$ cat config.mk
export PLATFORM = sky130hd
export DESIGN_NAME = pamux_port_low
export DESIGN_NICKNAME = d
export VERILOG_FILES = /design/src/hdl/pamux_pkg.sv /design/src/hdl/pamux_port_low.sv /design/src/hdl/pamux_pin_cell.sv
export VERILOG_INCLUDE_DIRS = /design/src /design/src/hdl
export SDC_FILE = /design/constraint.sdc
export NUM_CORES = 1
export LEC_CHECK = 0
export ABC_AREA = 0
export BUFFER_PORTS_ARGS = -buffer_cell sky130_fd_sc_hd__buf_2
export CORE_MARGIN = 2
export CORE_UTILIZATION = 39
export DETAILED_ROUTE_END_ITERATION = 8
export GPL_TIMING_DRIVEN = 0
export HOLD_SLACK_MARGIN = 0.08
export PLACE_DENSITY = 0.76
export SYNTH_ARGS = -nofsm -noshare
export SYNTH_HDL_FRONTEND = slang
export SYNTH_SLANG_ARGS = --single-unit
$ cat constraint.sdc
create_clock -name hclk -period 1.7 [get_ports hclk]
set_input_delay 0.255 -clock hclk [delete_from_list [all_inputs] [get_ports hclk]]
set_output_delay 0.255 -clock hclk [all_outputs]
set_load 0.005 [all_outputs]
$ cat src/hdl/pamux_defs.svh
// Constants for the low-pin function mux of the general-purpose port.
// Assumes inclusion by bare name from the package and the design files.
`ifndef PAMUX_DEFS_SVH
`define PAMUX_DEFS_SVH

// ==========================================================================
// Pin counts and widths
`define PAMUX_NPINS 5
`define PAMUX_NANA 4
`define PAMUX_AW 8

// ==========================================================================
// Register byte offsets
`define PAMUX_OFS_LATCH 8'h00
`define PAMUX_OFS_DIR 8'h04
`define PAMUX_OFS_ANALOG_SELECT_BIT 8'h08
`define PAMUX_OFS_INPUT 8'h0C
`define PAMUX_OFS_CTRL 8'h10
`define PAMUX_OFS_ROUTE 8'h14

// ==========================================================================
// Reset values
`define PAMUX_RST_LATCH 5'h00
`define PAMUX_RST_DIR 5'h1F
`define PAMUX_RST_ANALOG_SELECT_BIT 4'hF
`define PAMUX_RST_CTRL 3'h0

// ==========================================================================
// Control register fields
`define PAMUX_CTRL_DAC 0
`define PAMUX_CTRL_CAPTURE_COMPARE_UNIT_FIVE 1
`define PAMUX_CTRL_SRQ 2

// ==========================================================================
// Pin indices
`define PAMUX_PIN0 0
`define PAMUX_PIN1 1
`define PAMUX_PIN2 2
`define PAMUX_PIN3 3
`define PAMUX_PIN4 4

// ==========================================================================
// AHB-Lite encodings
`define PAMUX_HTRANS_NONSEQ_BIT 1
`define PAMUX_HRESP_OKAY 1'h0

`endif

$ cat src/hdl/pamux_pkg.sv
// Types shared by the low-pin function mux and its pin cell.
// Assumes pamux_defs.svh is on the include path.
`include "pamux_defs.svh"
`default_nettype none

package pamux_pkg;

    // ======================================================================
    // Pin group carried between the port and the board.
    typedef struct packed {
        logic [`PAMUX_NPINS-1:0] level;
    } pamux_pins_s;

    // ======================================================================
    // Analog route enables, one level per switch toward a peripheral.
    typedef struct packed {
        logic comparator_shared_inv_in_zero;
        logic comparator_shared_inv_in_one;
        logic comparator_two_noninv_in;
        logic comparator_one_noninv_in;
        logic analog_channel_zero;
        logic analog_channel_one;
        logic analog_channel_two;
        logic analog_channel_three;
        logic adc_ref_low_in;
        logic adc_ref_high_in;
        logic dac_output_function;
    } pamux_route_s;

    // ======================================================================
    // Peripheral digital outputs that may take pin four.
    typedef struct packed {
        logic capture_compare_unit_five;
        logic sr_latch_true_output;
    } pamux_periph_s;

endpackage

`default_nettype wire

$ cat src/hdl/pamux_port_low.sv
// Low-pin function mux of the general-purpose port, with AHB-Lite registers.
// Assumes a single AHB-Lite slave position; hreadyout is the bus hready.
// Assumes the peripheral compare and latch outputs run on hclk.
//
// Decided for this implementation: the register addresses and the AHB-Lite register port.
`include "pamux_defs.svh"
`default_nettype none

module pamux_port_low (
    input wire logic hclk,
    input wire logic hresetn,
    input wire logic hsel,
    input wire logic [31:0] haddr,
    input wire logic [1:0] htrans,
    input wire logic hwrite,
    input wire logic [2:0] hsize,
    input wire logic [31:0] hwdata,
    input wire logic hready,
    output logic hreadyout,
    output logic hresp,
    output logic [31:0] hrdata,
    input wire pamux_pkg::pamux_pins_s pin_in,
    output pamux_pkg::pamux_pins_s pin_out,
    output pamux_pkg::pamux_pins_s pin_oe,
    input wire pamux_pkg::pamux_periph_s periph,
    output pamux_pkg::pamux_route_s route
);
    import pamux_pkg::*;

    logic [`PAMUX_NPINS-1:0] port_output_latch_q;
    logic [`PAMUX_NPINS-1:0] pin_direction_bit_q;
    logic [`PAMUX_NANA-1:0] analog_select_bit_q;
    logic [2:0] ctrl_q;
    logic [`PAMUX_NPINS-1:0] port_input_value;
    logic [`PAMUX_NPINS-1:0] analog_select_bit_full;
    logic [`PAMUX_NPINS-1:0] force_off;
    logic [`PAMUX_NPINS-1:0] out_value;
    logic [`PAMUX_NPINS-1:0] analog_on;
    logic dac_en;
    logic capture_compare_unit_five_en;
    logic srq_en;
    logic wr_pend_q;
    logic [`PAMUX_AW-1:0] wr_addr_q;
    logic [`PAMUX_NPINS-1:0] cell_out;
    logic [`PAMUX_NPINS-1:0] cell_oe;
    logic take;
    logic [`PAMUX_AW-1:0] a_addr;

    assign dac_en = ctrl_q[`PAMUX_CTRL_DAC];
    assign capture_compare_unit_five_en = ctrl_q[`PAMUX_CTRL_CAPTURE_COMPARE_UNIT_FIVE];
    assign srq_en = ctrl_q[`PAMUX_CTRL_SRQ];

    // ======================================================================
    // AHB-Lite slave. Zero wait states and always OKAY.
    assign hreadyout = 1'b1;
    assign hresp = `PAMUX_HRESP_OKAY;
    assign take = hsel & hready & htrans[`PAMUX_HTRANS_NONSEQ_BIT];
    assign a_addr = haddr[`PAMUX_AW-1:0];

    always_ff @(posedge hclk or negedge hresetn) begin
        if (!hresetn) begin
            wr_pend_q <= 1'b0;
            wr_addr_q <= '0;
        end else if (hready) begin
            wr_pend_q <= take & hwrite;
            wr_addr_q <= a_addr;
        end
    end

    // ======================================================================
    // Software-visible controls, written in the data phase.
    always_ff @(posedge hclk or negedge hresetn) begin
        if (!hresetn) begin
            port_output_latch_q <= `PAMUX_RST_LATCH;
        end else if (wr_pend_q && wr_addr_q == `PAMUX_OFS_LATCH) begin
            port_output_latch_q <= hwdata[`PAMUX_NPINS-1:0];
        end
    end

    always_ff @(posedge hclk or negedge hresetn) begin
        if (!hresetn) begin
            pin_direction_bit_q <= `PAMUX_RST_DIR;
        end else if (wr_pend_q && wr_addr_q == `PAMUX_OFS_DIR) begin
            pin_direction_bit_q <= hwdata[`PAMUX_NPINS-1:0];
        end
    end

    always_ff @(posedge hclk or negedge hresetn) begin
        if (!hresetn) begin
            analog_select_bit_q <= `PAMUX_RST_ANALOG_SELECT_BIT;
        end else if (wr_pend_q && wr_addr_q == `PAMUX_OFS_ANALOG_SELECT_BIT) begin
            analog_select_bit_q <= hwdata[`PAMUX_NANA-1:0];
        end
    end

    always_ff @(posedge hclk or negedge hresetn) begin
        if (!hresetn) begin
            ctrl_q <= `PAMUX_RST_CTRL;
        end else if (wr_pend_q && wr_addr_q == `PAMUX_OFS_CTRL) begin
            ctrl_q <= hwdata[2:0];
        end
    end

    // ======================================================================
    // Read data. A read right after a write sees the old register contents,
    // which the data phase order of AHB-Lite makes legal and keeps it simple.
    always_ff @(posedge hclk or negedge hresetn) begin
        if (!hresetn) begin
            hrdata <= 32'h00000000;
        end else if (take && !hwrite) begin
            case (a_addr)
                `PAMUX_OFS_LATCH: begin
                    hrdata <= {27'h0000000, port_output_latch_q};
                end
                `PAMUX_OFS_DIR: begin
                    hrdata <= {27'h0000000, pin_direction_bit_q};
                end
                `PAMUX_OFS_ANALOG_SELECT_BIT: begin
                    hrdata <= {28'h0000000, analog_select_bit_q};
                end
                `PAMUX_OFS_INPUT: begin
                    hrdata <= {27'h0000000, port_input_value};
                end
                `PAMUX_OFS_CTRL: begin
                    hrdata <= {29'h00000000, ctrl_q};
                end
                `PAMUX_OFS_ROUTE: begin
                    hrdata <= {21'h000000, route};
                end
                default: begin
                    hrdata <= 32'h00000000;
                end
            endcase
        end
    end

    // ======================================================================
    // Per-pin controls. Pin four has no analog select.
    assign analog_select_bit_full = {1'b0, analog_select_bit_q};
    assign force_off = {2'b00, dac_en, 2'b00};

    always_comb begin
        out_value = port_output_latch_q;
        if (srq_en) begin
            out_value[`PAMUX_PIN4] = periph.sr_latch_true_output;
        end else if (capture_compare_unit_five_en) begin
            out_value[`PAMUX_PIN4] = periph.capture_compare_unit_five;
        end
    end

    genvar gi;
    generate
        for (gi = 0; gi < `PAMUX_NPINS; gi = gi + 1) begin : g_pin
            pamux_pin_cell u_cell (
                .hclk(hclk),
                .hresetn(hresetn),
                .pin_level(pin_in.level[gi]),
                .out_value(out_value[gi]),
                .pin_direction_bit(pin_direction_bit_q[gi]),
                .analog_select_bit(analog_select_bit_full[gi]),
                .force_off(force_off[gi]),
                .pin_out(cell_out[gi]),
                .pin_oe(cell_oe[gi]),
                .port_input_value(port_input_value[gi])
            );
        end
    endgenerate

    // Each output struct gets one driver, not one per pin cell.
    assign pin_out.level = cell_out;
    assign pin_oe.level = cell_oe;

    // ======================================================================
    // Analog routing. A switch closes only with the pin an input and in analog mode,
    // save the DAC output, which closes with the DAC enable and pin two's analog select
    // and whose enable forces that pin's driver off, so a driven digital level never reaches a converter.
    assign analog_on = pin_direction_bit_q & analog_select_bit_full;

    always_comb begin
        route.comparator_shared_inv_in_zero = analog_on[`PAMUX_PIN0];
        route.analog_channel_zero = analog_on[`PAMUX_PIN0];
        route.comparator_shared_inv_in_one = analog_on[`PAMUX_PIN1];
        route.analog_channel_one = analog_on[`PAMUX_PIN1];
        route.comparator_two_noninv_in = analog_on[`PAMUX_PIN2];
        route.analog_channel_two = analog_on[`PAMUX_PIN2];
        route.adc_ref_low_in = analog_on[`PAMUX_PIN2];
        route.comparator_one_noninv_in = analog_on[`PAMUX_PIN3];
        route.analog_channel_three = analog_on[`PAMUX_PIN3];
        route.adc_ref_high_in = analog_on[`PAMUX_PIN3];
        route.dac_output_function = dac_en &
            analog_select_bit_q[`PAMUX_PIN2];
    end

endmodule

`default_nettype wire

$ cat src/hdl/pamux_pin_cell.sv
// One port pin: output driver choice, enable and the digital input path.
// Assumes the raw pin level is asynchronous to hclk.
`include "pamux_defs.svh"
`default_nettype none

module pamux_pin_cell (
    input wire logic hclk,
    input wire logic hresetn,
    input wire logic pin_level,
    input wire logic out_value,
    input wire logic pin_direction_bit,
    input wire logic analog_select_bit,
    input wire logic force_off,
    output logic pin_out,
    output logic pin_oe,
    output logic port_input_value
);

    logic sync1_q;
    logic sync2_q;

    // ======================================================================
    // Input synchroniser.
    always_ff @(posedge hclk or negedge hresetn) begin
        if (!hresetn) begin
            sync1_q <= 1'b0;
            sync2_q <= 1'b0;
        end else begin
            sync1_q <= pin_level;
            sync2_q <= sync1_q;
        end
    end

    // ======================================================================
    // Driver. The analog select never touches the driven value.
    assign pin_out = out_value;
    assign pin_oe = ~pin_direction_bit & ~force_off;

    // The input buffer is off under analog select or a forced-off path, so
    // the register bit reads zero rather than a floating analog level.
    assign port_input_value = sync2_q & ~analog_select_bit
        & ~force_off;

endmodule

`default_nettype wire

==> reports/results.ini <==
[finish]
area_growth_pct = 31.97
fin_nets = 373
instances_no_fill = 365
fin_util_pct = 54.06
layout-drive-gt1-share_pct = 53.92
antennaDiodeCount = 0

[route]
firstDrtPassIters = 4
vias_per_cell = 4.532
vias = 1654
initialDrtViolationCount = 119
postRouteWirelength_mm = 4.854
antenna_left = 0
drc = 0
wire_per_inst_um = 13.30

[grt]
globalRouteOverflowTotal = 0
grt_max_degree = 46
grt_pass1_wl_mm = 7.472
antenna_found_initial = 0
grt.total_usage_pct = 14.97
first_global_vias = 1534

[yosys]
synth_edf_count = 0
syn_avg_cell_area_um2 = 11.84
yosys.area.top_type_share_pct = 39.22
syn_area_um2 = 2297
synth_top_cell_by_area = dfrtp_1
ys_ff_latch = 45
syn_inst = 194
seq_area_frac_synth_pct = 49.51
synth.distinct_cells = 36
synth_area_leaders = dfrtp_1 39%, buf_4 13%, mux2_2 11%, dfstp_2 10%, mux2_4 2.0%
ys_warn_count = 0
synth_ff_type = dfrtp_1
async_reset_ff_share_pct = 100.0

[worst_setup_path]
cpMaxStageDelayCell = or4_4
crit_required_ps = 1890
startpoint = wr_addr_q[7]
cpMostUsedCell = or4_4
startpoint_type = register
max_stage_delay_ps = 550
path_max_fanout = 3
crit_chain = or4_4 > or4_4 > mux2_4
cp-end-kind = register
reg2reg_from = wr_addr_q[7]
crit_buf_inv = 0
crit_type = register to register
critPathTopFamily = simple AND/OR/NAND/NOR gates
arrival_ps = 2120
rrSetupSlack_ps = -230

[sta]
rsz0062_at_grt = true
worstMarginPinSlew_ps = 968.4
setup_viol = 17
finalCritPeriodShare_pct = 113.5
fmax_ghz = 0.5185
maxSlewViolCount = 0
setup_ws_ps = -228.7
skew_ps = 9.421
max_slew_margin_pct = 35.44
min_period_ps = 1929
finalHoldViolations = 0

[cts]
cts_tree = done
root_buffer = clkbuf_8
h-tree-depth = 2
numCtsBuffers = 5
cts_sinks = 45
path_clk_slew_ps = 90
cts_max_path_buffers = 2
clock_latency_ps = 300

[floorplan]
start_util_pct = 40.96
core_um2 = 5608
dieArea_um2 = 6521
die_w_um = 80.75
die_h_um = 80.75
io_pins = 136
rows = 27

[place]
hpwlAfterDp_mm = 3.475
dp_slack_ps = -430.9
gp_congestion = 0.7907
place_inst = 344
port_buffers = 57

[flow_run]
drv_cap = 0

[power_and_ir_drop]
p_leak_nw = 1.553
p_total_mw = 2.102
vdd_ir_drop_max_mv = 0.5748
power.density_nw_per_um2 = 693.2

[outcome]
violations = negative setup slack
status = complete, but fails checks

[hold_path]
hold_path.class = primary input to async pin

[through the flow]
step                      hold WS, ps  cell area [um2]  setup TNS (ps)
final                           104.8             3032           -2500
after detailed placement        334.7             2785           -6595
after floorplan                -40.59             2410           -1879
after global routing            180.5             3032           -3415
after global placement          333.6             2785           -5937
after CTS                       144.0             2972           -3051
[routing by layer]
layer	vias up	routed length, um	GRT usage, %
met5	-	0	0
met2	62	2285	24.25
met3	5	320	3.222
met4	0	26	4.068
met1	781	2221	20.49
li1	806	-	-
[synthesized netlist by cell type (4+ instances only)]
master    instances
a21oi_1           4
and2_1            5
buf_4            41
clkbuf_1          4
dfrtp_1          36
dfstp_2           9
inv_1             8
mux2_2           23
nand2_1          12
nand2b_1          4
o21ai_0           4
[where the power goes]
part / switching, mW / internal [mW] / total, mW
sequential: 0.0440 / 1.13 / 1.17
clock: 0.360 / 0.285 / 0.645
combinational: 0.119 / 0.165 / 0.283
total: 0.523 / 1.58 / 2.10
[flip-flops by register name, indices dropped and copies added (netlist names)]
name                  count
wr_addr_q                 8
g_pin.u_cell.sync1_q      5
hrdata                    9
ctrl_q                    3
analog_select_bit_q       4
g_pin.u_cell.sync2_q      5
pin_direction_bit_q       5
wr_pend_q                 1
port_output_latch_q       5
[final timing paths]
kind | endpoint | cells after the start
setup / recovery | ctrl_q[2] | 3
hold / removal | wr_addr_q[7] | 1
setup reg to reg | ctrl_q[2] | 3
hold reg to reg | g_pin[3].u_cell.sync2_q | 0
max in group asynchronous | wr_addr_q[2] | 1
min in group hclk | wr_addr_q[0] | 2
[cell type report]
type	count	area, um2
clock buffers	6	72.57
inverters	8	30.03
plain buffers	45	322.8
clock inverters	2	10.01
repair buffers	70	414.1
fillers	512	2576
multi-input cells	117	953.4
flip-flops and latches	45	1139
well taps	72	90.09
[layout by cell type, fill, tap and decap left out, types with 4 or more instances in the layout]
cell type / instances
dlygate4sd3_1: 5
nand2b_1: 4
dfstp_2: 9
conb_1: 23
inv_1: 8
dfrtp_1: 35
a21oi_1: 4
nand2_1: 12
and2_1: 5
buf_6: 5
buf_4: 44
o21ai_0: 4
buf_2: 57
mux2_2: 9
clkbuf_8: 5
clkbuf_1: 5
mux2_4: 17
[repair_timing]
action,in CTS,in global routing
pin swaps,4,3
hold buffers,5,0
endpoints found under the setup margin,17,17
hold endpoints to repair,5,0
gates resized for setup,2,12
buffers inserted,6,2
[logic make-up after synthesis]
logic type,after synthesis,share of synthesized area [%]
buffers and inverters,53,15.36
AND/OR/NAND/NOR,46,13.34
flip-flops,45,49.51
multiplexers,31,16.50
AO/OA/AOI/OAI,17,4.956
other,2,0.3269
Note: power is estimated with default switching activity, not from simulation.
